`src/pkg/krr_map.svh`:
```
// constants of the lane reconfiguration request link
`ifndef KRR_MAP_SVH
`define KRR_MAP_SVH
`define KRR_LANES         4
`define KRR_MAIN_W        6
`define KRR_POST_W        5
`define KRR_PRE_W         4
`define KRR_TAP_SEL_W     3
`define KRR_TAP_MAIN      3'h4
`define KRR_TAP_POST      3'h2
`define KRR_TAP_PRE       3'h1
`define KRR_DFE_W         2
`define KRR_DFE_OFF       2'h0
`define KRR_DFE_SHOT      2'h1
`define KRR_CTLE_W        4
`define KRR_CTLE_OFF      4'h0
`define KRR_CTLE_MAX      4'hf
`define KRR_CTLE_MODE_W   2
`define KRR_CTLE_MODE_VAL 2'h0
`define KRR_PCS_W         6
`define KRR_PCS_AN        6'h01
`define KRR_PCS_LT        6'h02
`define KRR_PCS_DATA      6'h20
`define KRR_TRAINED_BIT0  0
`define KRR_TRAINED_STEP  8
`endif

```
`src/pkg/krr_pkg.sv`:
```
// types of the lane reconfiguration request link
package krr_pkg;
    typedef enum logic [1:0] {
        KRR_REQ_TX_EQ,
        KRR_REQ_PCS,
        KRR_REQ_DFE,
        KRR_REQ_CTLE
    } krr_req_t;
    typedef enum logic [1:0] {
        KRR_TAP_SEL_MAIN,
        KRR_TAP_SEL_POST,
        KRR_TAP_SEL_PRE
    } krr_tap_t;
    typedef enum logic [1:0] {
        KRR_MODE_AN,
        KRR_MODE_LT,
        KRR_MODE_DATA
    } krr_pcs_t;
endpackage : krr_pkg

```
`src/pkg/krr_if.sv`:
```
// link between the phy request side and the reconfiguration bundle
`timescale 1ns/100ps
`include "krr_map.svh"
interface krr_if;
    logic [3:0]  lane_reconfig_in_progress;
    logic [3:0]  tx_eq_reconfig_go;
    logic [23:0] main_tap_value;
    logic [19:0] post_cursor_tap_value;
    logic [15:0] pre_cursor_tap_value;
    logic [11:0] tap_select_onehot;
    logic [3:0]  pcs_reconfig_go;
    logic [3:0]  feedback_eq_go;
    logic [7:0]  feedback_eq_mode;
    logic [3:0]  linear_eq_go;
    logic [15:0] linear_eq_value;
    logic [7:0]  linear_eq_mode;
    logic [5:0]  pcs_mode_code;
    logic [3:0]  custom_rx_eq_enable;
    logic [3:0]  custom_rx_eq_done;
    logic        config_image_loaded;
    modport phy (
        input  lane_reconfig_in_progress, custom_rx_eq_done,
               config_image_loaded,
        output tx_eq_reconfig_go, main_tap_value, post_cursor_tap_value,
               pre_cursor_tap_value, tap_select_onehot, pcs_reconfig_go,
               feedback_eq_go, feedback_eq_mode, linear_eq_go,
               linear_eq_value, linear_eq_mode, pcs_mode_code,
               custom_rx_eq_enable
    );
    modport bundle (
        output lane_reconfig_in_progress, custom_rx_eq_done,
               config_image_loaded,
        input  tx_eq_reconfig_go, main_tap_value, post_cursor_tap_value,
               pre_cursor_tap_value, tap_select_onehot, pcs_reconfig_go,
               feedback_eq_go, feedback_eq_mode, linear_eq_go,
               linear_eq_value, linear_eq_mode, pcs_mode_code,
               custom_rx_eq_enable
    );
endinterface : krr_if

```
`src/design/krr_phy_req.sv`:
```
// phy end: per-lane reconfiguration request issuer
`timescale 1ns/100ps
`include "krr_map.svh"
module krr_phy_req
    import krr_pkg::*;
#(
    parameter int LANES = `KRR_LANES
) (
    // clock and reset
    input  wire logic                 i_sys_clk,
    input  wire logic                 i_rst,
    input  wire logic                 i_clk_en,
    // user request side
    input  wire logic [LANES-1:0]     i_req_valid,
    input  wire krr_req_t             i_req_kind,
    input  wire logic [5:0]           i_main_tap,
    input  wire logic [4:0]           i_post_tap,
    input  wire logic [3:0]           i_pre_tap,
    input  wire krr_tap_t             i_tap_sel,
    input  wire logic                 i_dfe_on,
    input  wire logic [3:0]           i_ctle_val,
    input  wire krr_pcs_t             i_pcs_mode,
    input  wire logic [31:0]          i_trained_status,
    input  wire logic [LANES-1:0]     i_rx_trained,
    output logic      [LANES-1:0]     o_req_ready,
    output logic      [LANES-1:0]     o_rx_eq_complete,
    // link to bundle
    krr_if.phy                        link
);
    if (LANES != 4) begin : g_lane_chk
        $error("krr_phy_req serves four lanes only");
    end

    // ==========================================================
    // per-lane state, plus the shared pcs code and reset
    logic [LANES-1:0] go_reg;
    logic [LANES-1:0] busy_seen_reg;
    logic [LANES-1:0] pend_reg;
    krr_req_t         kind_reg [LANES];
    logic [5:0]       main_reg [LANES];
    logic [4:0]       post_reg [LANES];
    logic [3:0]       pre_reg  [LANES];
    logic [2:0]       sel_reg  [LANES];
    logic [1:0]       dfe_reg  [LANES];
    logic [3:0]       ctle_reg [LANES];
    logic [5:0]       pcs_reg;
    logic             rst_all;

    assign rst_all = i_rst | link.config_image_loaded;

    // ==========================================================
    // handshake: ready when lane idle and not busy
    always_comb begin
        for (int l = 0; l < LANES; l++) begin
            o_req_ready[l] = ~pend_reg[l] & ~go_reg[l]
                & ~link.lane_reconfig_in_progress[l];
        end
    end

    // ==========================================================
    // request capture and start strobe (one cycle)
    always_ff @(posedge i_sys_clk) begin
        if (rst_all) begin
            go_reg        <= '0;
            pend_reg      <= '0;
            busy_seen_reg <= '0;
        end else if (i_clk_en) begin
            for (int l = 0; l < LANES; l++) begin
                go_reg[l] <= 1'b0;
                if (i_req_valid[l] && o_req_ready[l]) begin
                    go_reg[l]        <= 1'b1;
                    pend_reg[l]      <= 1'b1;
                    busy_seen_reg[l] <= 1'b0;
                end else if (pend_reg[l]) begin
                    if (link.lane_reconfig_in_progress[l]) begin
                        busy_seen_reg[l] <= 1'b1;
                    end else if (busy_seen_reg[l]) begin
                        pend_reg[l] <= 1'b0;
                    end
                end
            end
        end
    end

    // ==========================================================
    // settings, frozen while a lane request is pending
    always_ff @(posedge i_sys_clk) begin
        if (rst_all) begin
            for (int l = 0; l < LANES; l++) begin
                kind_reg[l] <= KRR_REQ_TX_EQ;
                main_reg[l] <= 6'h00;
                post_reg[l] <= 5'h00;
                pre_reg[l]  <= 4'h0;
                sel_reg[l]  <= `KRR_TAP_MAIN;
                dfe_reg[l]  <= `KRR_DFE_OFF;
                ctle_reg[l] <= `KRR_CTLE_OFF;
            end
        end else if (i_clk_en) begin
            for (int l = 0; l < LANES; l++) begin
                if (i_req_valid[l] && o_req_ready[l]) begin
                    kind_reg[l] <= i_req_kind;
                    main_reg[l] <= i_main_tap;
                    post_reg[l] <= i_post_tap;
                    pre_reg[l]  <= i_pre_tap;
                    unique case (i_tap_sel)
                        KRR_TAP_SEL_POST: sel_reg[l] <= `KRR_TAP_POST;
                        KRR_TAP_SEL_PRE:  sel_reg[l] <= `KRR_TAP_PRE;
                        default:          sel_reg[l] <= `KRR_TAP_MAIN;
                    endcase
                    dfe_reg[l]  <= i_dfe_on ? `KRR_DFE_SHOT
                                            : `KRR_DFE_OFF;
                    ctle_reg[l] <= i_ctle_val;
                end
            end
        end
    end

    // ==========================================================
    // pcs mode code, shared by all lanes
    always_ff @(posedge i_sys_clk) begin
        if (rst_all) begin
            pcs_reg <= `KRR_PCS_AN;
        end else if (i_clk_en && (|(i_req_valid & o_req_ready))
                     && i_req_kind == KRR_REQ_PCS) begin
            unique case (i_pcs_mode)
                KRR_MODE_LT:   pcs_reg <= `KRR_PCS_LT;
                KRR_MODE_DATA: pcs_reg <= `KRR_PCS_DATA;
                default:       pcs_reg <= `KRR_PCS_AN;
            endcase
        end
    end

    // ==========================================================
    // outputs, packed lane 0 lowest
    always_comb begin
        for (int l = 0; l < LANES; l++) begin
            link.tx_eq_reconfig_go[l] = go_reg[l]
                & (kind_reg[l] == KRR_REQ_TX_EQ);
            link.pcs_reconfig_go[l]   = go_reg[l]
                & (kind_reg[l] == KRR_REQ_PCS);
            link.feedback_eq_go[l]    = go_reg[l]
                & (kind_reg[l] == KRR_REQ_DFE);
            link.linear_eq_go[l]      = go_reg[l]
                & (kind_reg[l] == KRR_REQ_CTLE);
            link.main_tap_value[l*6 +: 6]        = main_reg[l];
            link.post_cursor_tap_value[l*5 +: 5] = post_reg[l];
            link.pre_cursor_tap_value[l*4 +: 4]  = pre_reg[l];
            link.tap_select_onehot[l*3 +: 3]     = sel_reg[l];
            link.feedback_eq_mode[l*2 +: 2]      = dfe_reg[l];
            link.linear_eq_value[l*4 +: 4]       = ctle_reg[l];
            link.linear_eq_mode[l*2 +: 2] = `KRR_CTLE_MODE_VAL;
            link.custom_rx_eq_enable[l] = i_trained_status[
                `KRR_TRAINED_BIT0 + l*`KRR_TRAINED_STEP];
            o_rx_eq_complete[l] = link.custom_rx_eq_done[l]
                & i_rx_trained[l];
        end
        link.pcs_mode_code = pcs_reg;
    end
endmodule : krr_phy_req

```
`src/flat_wrapper.sv`:
```
// flat-port wrapper written by rule: the top's interface ports become plain ports
module krr_phy_req_flat import krr_pkg::*;
#(
    parameter int LANES = `KRR_LANES
)
  (i_sys_clk, i_rst, i_clk_en, i_req_valid, i_req_kind, i_main_tap, i_post_tap, i_pre_tap, i_tap_sel, i_dfe_on, i_ctle_val, i_pcs_mode, i_trained_status, i_rx_trained, o_req_ready, o_rx_eq_complete, link_lane_reconfig_in_progress, link_custom_rx_eq_done, link_config_image_loaded, link_tx_eq_reconfig_go, link_main_tap_value, link_post_cursor_tap_value, link_pre_cursor_tap_value, link_tap_select_onehot, link_pcs_reconfig_go, link_feedback_eq_go, link_feedback_eq_mode, link_linear_eq_go, link_linear_eq_value, link_linear_eq_mode, link_pcs_mode_code, link_custom_rx_eq_enable);
  krr_if link_i ();
  input  wire logic i_sys_clk;
  input  wire logic i_rst;
  input  wire logic i_clk_en;
  input  wire logic [LANES-1:0] i_req_valid;
  input  wire krr_req_t i_req_kind;
  input  wire logic [5:0] i_main_tap;
  input  wire logic [4:0] i_post_tap;
  input  wire logic [3:0] i_pre_tap;
  input  wire krr_tap_t i_tap_sel;
  input  wire logic i_dfe_on;
  input  wire logic [3:0] i_ctle_val;
  input  wire krr_pcs_t i_pcs_mode;
  input  wire logic [31:0] i_trained_status;
  input  wire logic [LANES-1:0] i_rx_trained;
  output logic      [LANES-1:0] o_req_ready;
  output logic      [LANES-1:0] o_rx_eq_complete;
  input wire logic [$bits(link_i.lane_reconfig_in_progress)-1:0] link_lane_reconfig_in_progress;
  input wire logic [$bits(link_i.custom_rx_eq_done)-1:0] link_custom_rx_eq_done;
  input wire logic [$bits(link_i.config_image_loaded)-1:0] link_config_image_loaded;
  output wire logic [$bits(link_i.tx_eq_reconfig_go)-1:0] link_tx_eq_reconfig_go;
  output wire logic [$bits(link_i.main_tap_value)-1:0] link_main_tap_value;
  output wire logic [$bits(link_i.post_cursor_tap_value)-1:0] link_post_cursor_tap_value;
  output wire logic [$bits(link_i.pre_cursor_tap_value)-1:0] link_pre_cursor_tap_value;
  output wire logic [$bits(link_i.tap_select_onehot)-1:0] link_tap_select_onehot;
  output wire logic [$bits(link_i.pcs_reconfig_go)-1:0] link_pcs_reconfig_go;
  output wire logic [$bits(link_i.feedback_eq_go)-1:0] link_feedback_eq_go;
  output wire logic [$bits(link_i.feedback_eq_mode)-1:0] link_feedback_eq_mode;
  output wire logic [$bits(link_i.linear_eq_go)-1:0] link_linear_eq_go;
  output wire logic [$bits(link_i.linear_eq_value)-1:0] link_linear_eq_value;
  output wire logic [$bits(link_i.linear_eq_mode)-1:0] link_linear_eq_mode;
  output wire logic [$bits(link_i.pcs_mode_code)-1:0] link_pcs_mode_code;
  output wire logic [$bits(link_i.custom_rx_eq_enable)-1:0] link_custom_rx_eq_enable;
  assign link_i.lane_reconfig_in_progress = link_lane_reconfig_in_progress;
  assign link_i.custom_rx_eq_done = link_custom_rx_eq_done;
  assign link_i.config_image_loaded = link_config_image_loaded;
  assign link_tx_eq_reconfig_go = link_i.tx_eq_reconfig_go;
  assign link_main_tap_value = link_i.main_tap_value;
  assign link_post_cursor_tap_value = link_i.post_cursor_tap_value;
  assign link_pre_cursor_tap_value = link_i.pre_cursor_tap_value;
  assign link_tap_select_onehot = link_i.tap_select_onehot;
  assign link_pcs_reconfig_go = link_i.pcs_reconfig_go;
  assign link_feedback_eq_go = link_i.feedback_eq_go;
  assign link_feedback_eq_mode = link_i.feedback_eq_mode;
  assign link_linear_eq_go = link_i.linear_eq_go;
  assign link_linear_eq_value = link_i.linear_eq_value;
  assign link_linear_eq_mode = link_i.linear_eq_mode;
  assign link_pcs_mode_code = link_i.pcs_mode_code;
  assign link_custom_rx_eq_enable = link_i.custom_rx_eq_enable;
  krr_phy_req #(.LANES(LANES)) u_core (.i_sys_clk(i_sys_clk), .i_rst(i_rst), .i_clk_en(i_clk_en), .i_req_valid(i_req_valid), .i_req_kind(i_req_kind), .i_main_tap(i_main_tap), .i_post_tap(i_post_tap), .i_pre_tap(i_pre_tap), .i_tap_sel(i_tap_sel), .i_dfe_on(i_dfe_on), .i_ctle_val(i_ctle_val), .i_pcs_mode(i_pcs_mode), .i_trained_status(i_trained_status), .i_rx_trained(i_rx_trained), .o_req_ready(o_req_ready), .o_rx_eq_complete(o_rx_eq_complete), .link(link_i));
endmodule
```
`config.mk`:
```
export PLATFORM = sky130hd
export DESIGN_NAME = krr_phy_req_flat
export DESIGN_NICKNAME = d
export VERILOG_FILES = /design/src/pkg/krr_pkg.sv /design/src/pkg/krr_if.sv /design/src/design/krr_phy_req.sv /design/src/flat_wrapper.sv
export VERILOG_INCLUDE_DIRS = /design/src /design/src/pkg
export SDC_FILE = /design/constraint.sdc
export NUM_CORES = 1
export LEC_CHECK = 0
export ABC_CLOCK_PERIOD_IN_PS = 4860
export BUFFER_PORTS_ARGS = -buffer_cell sky130_fd_sc_hd__buf_2
export CORE_MARGIN = 1
export CORE_UTILIZATION = 30
export CTS_CLUSTER_DIAMETER = 50
export CTS_CLUSTER_SIZE = 28
export DETAILED_ROUTE_END_ITERATION = 10
export RECOVER_POWER = 100
export SLEW_MARGIN = 20
export SYNTH_ARGS = -nofsm -noshare
export SYNTH_HDL_FRONTEND = slang
export SYNTH_SLANG_ARGS = --single-unit
```
`constraint.sdc`:
```
create_clock -name i_sys_clk -period 4.86 [get_ports i_sys_clk]
set_clock_uncertainty 0.1 [all_clocks]
set_input_delay 0.243 -clock i_sys_clk [delete_from_list [all_inputs] [get_ports i_sys_clk]]
set_output_delay 0.243 -clock i_sys_clk [all_outputs]
set_load 0.05 [all_outputs]
```
After elaboration in Yosys (flattened, before gate mapping)
Memory sizes are Yosys's and may differ from the RTL's.
Cells that the tools add are included.
{"block": "op_classes", "reduce_logical": 24, "n_eq_ne": 17, "n_mux": 135, "bitwise": 78}
{"operator": "$mux 1", "n": 102}
{"operator": "$or 1x1->1", "n": 37}
{"operator": "$mux 3", "n": 12}
{"operator": "$mux 4", "n": 8}
{"operator": "$and 1x1->1", "n": 28}
{"operator": "$mux 6", "n": 4}
{"operator": "$eq 2x2->1 const B", "n": 10}
{"operator": "$mux 5", "n": 4}
{"operator": "$reduce_bool 2->1", "n": 8}
{"operator": "$eq 2x1->1 const B", "n": 7}
{"operator": "$not 1->1", "n": 12}
{"operator": "$pmux 6 s2", "n": 1}
{"operator": "$reduce_and 3->1", "n": 4}
{"operator": "$logic_not 2->1", "n": 4}
{"operator": "$mux 2", "n": 4}
{"operator": "$logic_and 1x1->1", "n": 6}
{"operator": "$and 4x4->4", "n": 1}
{"operator": "$reduce_or 4->1", "n": 1}
{"operator": "$reduce_or 2->1", "n": 1}
{"block": "word_totals", "register_bits": 18, "ramBits": 100, "in_bits": 78, "memories": 7, "elab_cells": 268}
{"name": "u_core.main_reg", "words": 4, "width": 6, "read_ports": 4, "rd_clocked_by_memory_dff": 0, "wr": 4, "line_no": "krr_phy_req.sv:40", "text": "logic [5:0] main_reg [LANES];"}
{"name": "u_core.post_reg", "words": 4, "width": 5, "read_ports": 4, "rd_clocked_by_memory_dff": 0, "wr": 4, "line_no": "krr_phy_req.sv:41", "text": "logic [4:0] post_reg [LANES];"}
{"name": "u_core.ctle_reg", "words": 4, "width": 4, "read_ports": 4, "rd_clocked_by_memory_dff": 0, "wr": 4, "line_no": "krr_phy_req.sv:45", "text": "logic [3:0] ctle_reg [LANES];"}
{"name": "u_core.pre_reg", "words": 4, "width": 4, "read_ports": 4, "rd_clocked_by_memory_dff": 0, "wr": 4, "line_no": "krr_phy_req.sv:42", "text": "logic [3:0] pre_reg [LANES];"}
{"name": "u_core.sel_reg", "words": 4, "width": 3, "read_ports": 4, "rd_clocked_by_memory_dff": 0, "wr": 4, "line_no": "krr_phy_req.sv:43", "text": "logic [2:0] sel_reg [LANES];"}
{"name": "u_core.kind_reg", "words": 4, "width": 2, "read_ports": 4, "rd_clocked_by_memory_dff": 0, "wr": 4, "line_no": "krr_phy_req.sv:39", "text": "krr_req_t kind_reg [LANES];"}
{"name": "1 more memories"}

Logic depth before layout (Yosys ltp)
{"block": "logic_depth", "depth_word": 11, "mapped_depth": 5, "depth_no_buf": 5}

Least setup slack after synthesis
Ideal clock, no wire load.
{"block": "synth_timing", "kind": "register to register", "startpoint": "register u_core.go_reg[0]", "endpoint": "memory u_core.ctle_reg[0][0], enable pin", "setup_time_ns": 0.434, "t_required_ns": 4.326, "path_slack_ns": 1.726, "t_arrival_ns": 2.600, "stages_incl_launch_ff": 3, "cell_sequence": "dfxtp_1 or4b_4 o21ai_0"}
{"element": "start, declared", "line_no": "krr_phy_req.sv:36", "text": "logic [LANES-1:0] go_reg;"}
{"element": "start signal, assigned", "line_no": "krr_phy_req.sv:64", "text": "go_reg <= '0;"}
{"element": "start signal, assigned by index", "line_no": "krr_phy_req.sv:69", "text": "go_reg[l] <= 1'b0;"}
{"element": "start signal, assigned by index", "line_no": "krr_phy_req.sv:71", "text": "go_reg[l] <= 1'b1;"}
{"element": "end, declared", "line_no": "krr_phy_req.sv:45"}

==> out/qor.csv <==
metric,value,unit
cells on worst reg2reg path,3,
Final Hold Fails,0,
Max-slew headroom,-0.264,
most frequent cells in the layout,"clkbuf_1 (124), edfxtp_1 (100), and2_0 (54)",
Die Ht,129,um
register area share after synthesis,0.678,
cts hold-fix bufs,0,
max FFs per register,24,
Post-DP HPWL,8110,um
Cells after Synth,363,
total design power,0.00269,W
number of setup buffers added after CTS,0,
Routed Antenna Nets,0,
largest net degree at the start of global routing,24,
grt met1 use,0.178,
"critical path fanouts, max",16,
setup TNS,0,ns
CTS sink cnt,115,
Worst Path Required,4.84,ns
Register Area,3300,um^2
status,"complete, but fails checks",
CTS root buf,clkbuf_16,
Most Crowded Layer GR,met2,
final period utilization,0.615,
CP Capture Type,flip-flop,
drt initial violations,135,
total die area,16800,um^2
Slew @ Worst Pin,1.89,ns
Post-CTS Resized,0,
Worst EP arrival,2.97,ns
gr ovfl total,0,
cell area power density,437,nW/um^2
Layout Area Growth over Synthesis,26.5,%
Buffers on Ports,164,
1st-pass router iterations,4,
DRC viols,0,
Clock Path Buffers,2,
Routed Wire Length,12200,um
footprint of the multi-input gates,1290,um^2
Yosys cell types,33,
IO Count,216,
hold crit path type,input port to flip-flop,
violated checks,"max-capacitance violations, max-slew violations",
grt met2 use,0.239,
fill count,1605,
number of global-route vias before repair,3123,
final setup violation count,0,
Synth Warn #,0,
synthesized area,4870,um^2
# rows,46,
initial core utilization,0.307,
Layout Nets,612,
Hold Path Stages,3,
Yosys reg bits,115,
TritonCTS clock tree,built,
Clock transition at path regs,0.06,ns
area of the core,15900,um^2
vias post-DR,3300,
GR met3 Demand/Resource,0.0500,
ANT cells,0,
RSZ-0062 raised after global routing,no,
Pleak,2.34,nW
layout cells sized above 1,0.147,
"most common cell after layout, fill and taps aside",clkbuf_1,
synthesized area per cell,13.4,um^2
RD Place Congestion,0.748,
Total GRT Usage,0.147,
Worst setup SP type,flip-flop,
max-slew violations,144,
vias per cell,4.35,
WL/cell,16.1,um
clk_lat worst skew,0.41,ns
antenna violations before repair,0,
Max-Cap Viols,6,
TritonCTS Buffers,17,
die width,129,um
fmax,335,MHz
Setup CP Type,flip-flop to flip-flop,
first-pass GRT wire length,17600,um
fin crit period,2.99,ns
VDD IR-drop max,0.235,mV
H-Tree Depth,4,
## synthesized netlist by cell type, drive strengths merged
library cell  count  share of area
dfxtp            15          0.062
nor4b             4         0.0072
ha                4          0.010
or3               1         0.0013
and2             92           0.12
or4b              4          0.011
edfxtp          100           0.62
and3b             3         0.0054
inv               5         0.0039
conb              1        0.00077
nor4              1         0.0013
nand3b            1         0.0015
o21ai             8         0.0082
nor2             22          0.023
a41oi             1         0.0056
nand2            25          0.019
mux2i             3         0.0062
a21oi            12          0.012
nor3              4         0.0041
clkbuf            6         0.0056
or2               1         0.0013
nand3             4         0.0041
and3              4         0.0054
or3b              1         0.0023
buf              29          0.046
a31oi             4         0.0051
nor3b             8          0.012
## per-layer routing
metal	up-vias	wire length, um
met1	1551	5370
met4	0	174
li1	1570	-
met5	-	0
met3	18	1020
met2	161	5630
## worst paths after layout
path                                        start                              endpoint  slack (ns)
max                 u_core.go_reg[3]$_SDFFE_PP0P_   u_core.ctle_reg[3][0]$_SDFFCE_PN0P_        1.87
min             link_lane_reconfig_in_progress[0]  u_core.busy_seen_reg[0]$_SDFFE_PP0P_        0.05
max reg2reg         u_core.go_reg[3]$_SDFFE_PP0P_   u_core.ctle_reg[3][0]$_SDFFCE_PN0P_        1.87
min reg2reg  u_core.busy_seen_reg[3]$_SDFFE_PP0P_  u_core.busy_seen_reg[3]$_SDFFE_PP0P_        0.38
## logic make-up (layout without fill, tap and decap cells)
logic type,count (synthesis),after routing,share of synthesized area
flops,115,115,0.678
mux,3,3,0.00616
compound gates,25,25,0.0313
buf+inv,40,206,0.0560
simple gates,175,175,0.218
fa+ha+maj,4,4,0.0103
other cells,1,15,0.000769
## cell type report
type	instances	area share
multi-input combinational	222	0.209
inverter	5	0.00304
sequential	115	0.535
clock inverter	13	0.0256
timing repair buffer	169	0.113
clock buffer	19	0.0702
tap	216	0.0438
## stage by stage
| step | worst slack [ns] | util | area, um^2 | hold WS, ns | cells |
|---|---|---|---|---|---|
| finish | 1.87 | 0.388 | 6170 | 0.0514 | 759 |
| global route | 1.65 | 0.388 | 6170 | 0.0360 | 759 |
| CTS | 2.55 | 0.403 | 6410 | 0.0261 | 759 |
| detailed placement | 2.56 | 0.366 | 5820 | 0.362 | 727 |
| global placement | 2.55 | 0.366 | 5820 | 0.345 | 727 |
| floorplan | 1.73 | - | 4930 | 0.302 | 377 |
## critical path: stages (launching register included)
cell and delay, ns:
dfxtp_1 0.38, or4b_1 0.59, o21ai_0 1.13, buf_4 0.45
## where the power goes
part	leakage, nW	total [W]	switching, W	internal (W)
registers	1.23	0.00114	0.0000175	0.00112
logic	0.825	0.000318	0.000271	0.0000476
clock network	0.280	0.00124	0.000434	0.000804
No activity file was read; power rests on OpenSTA's default activity.
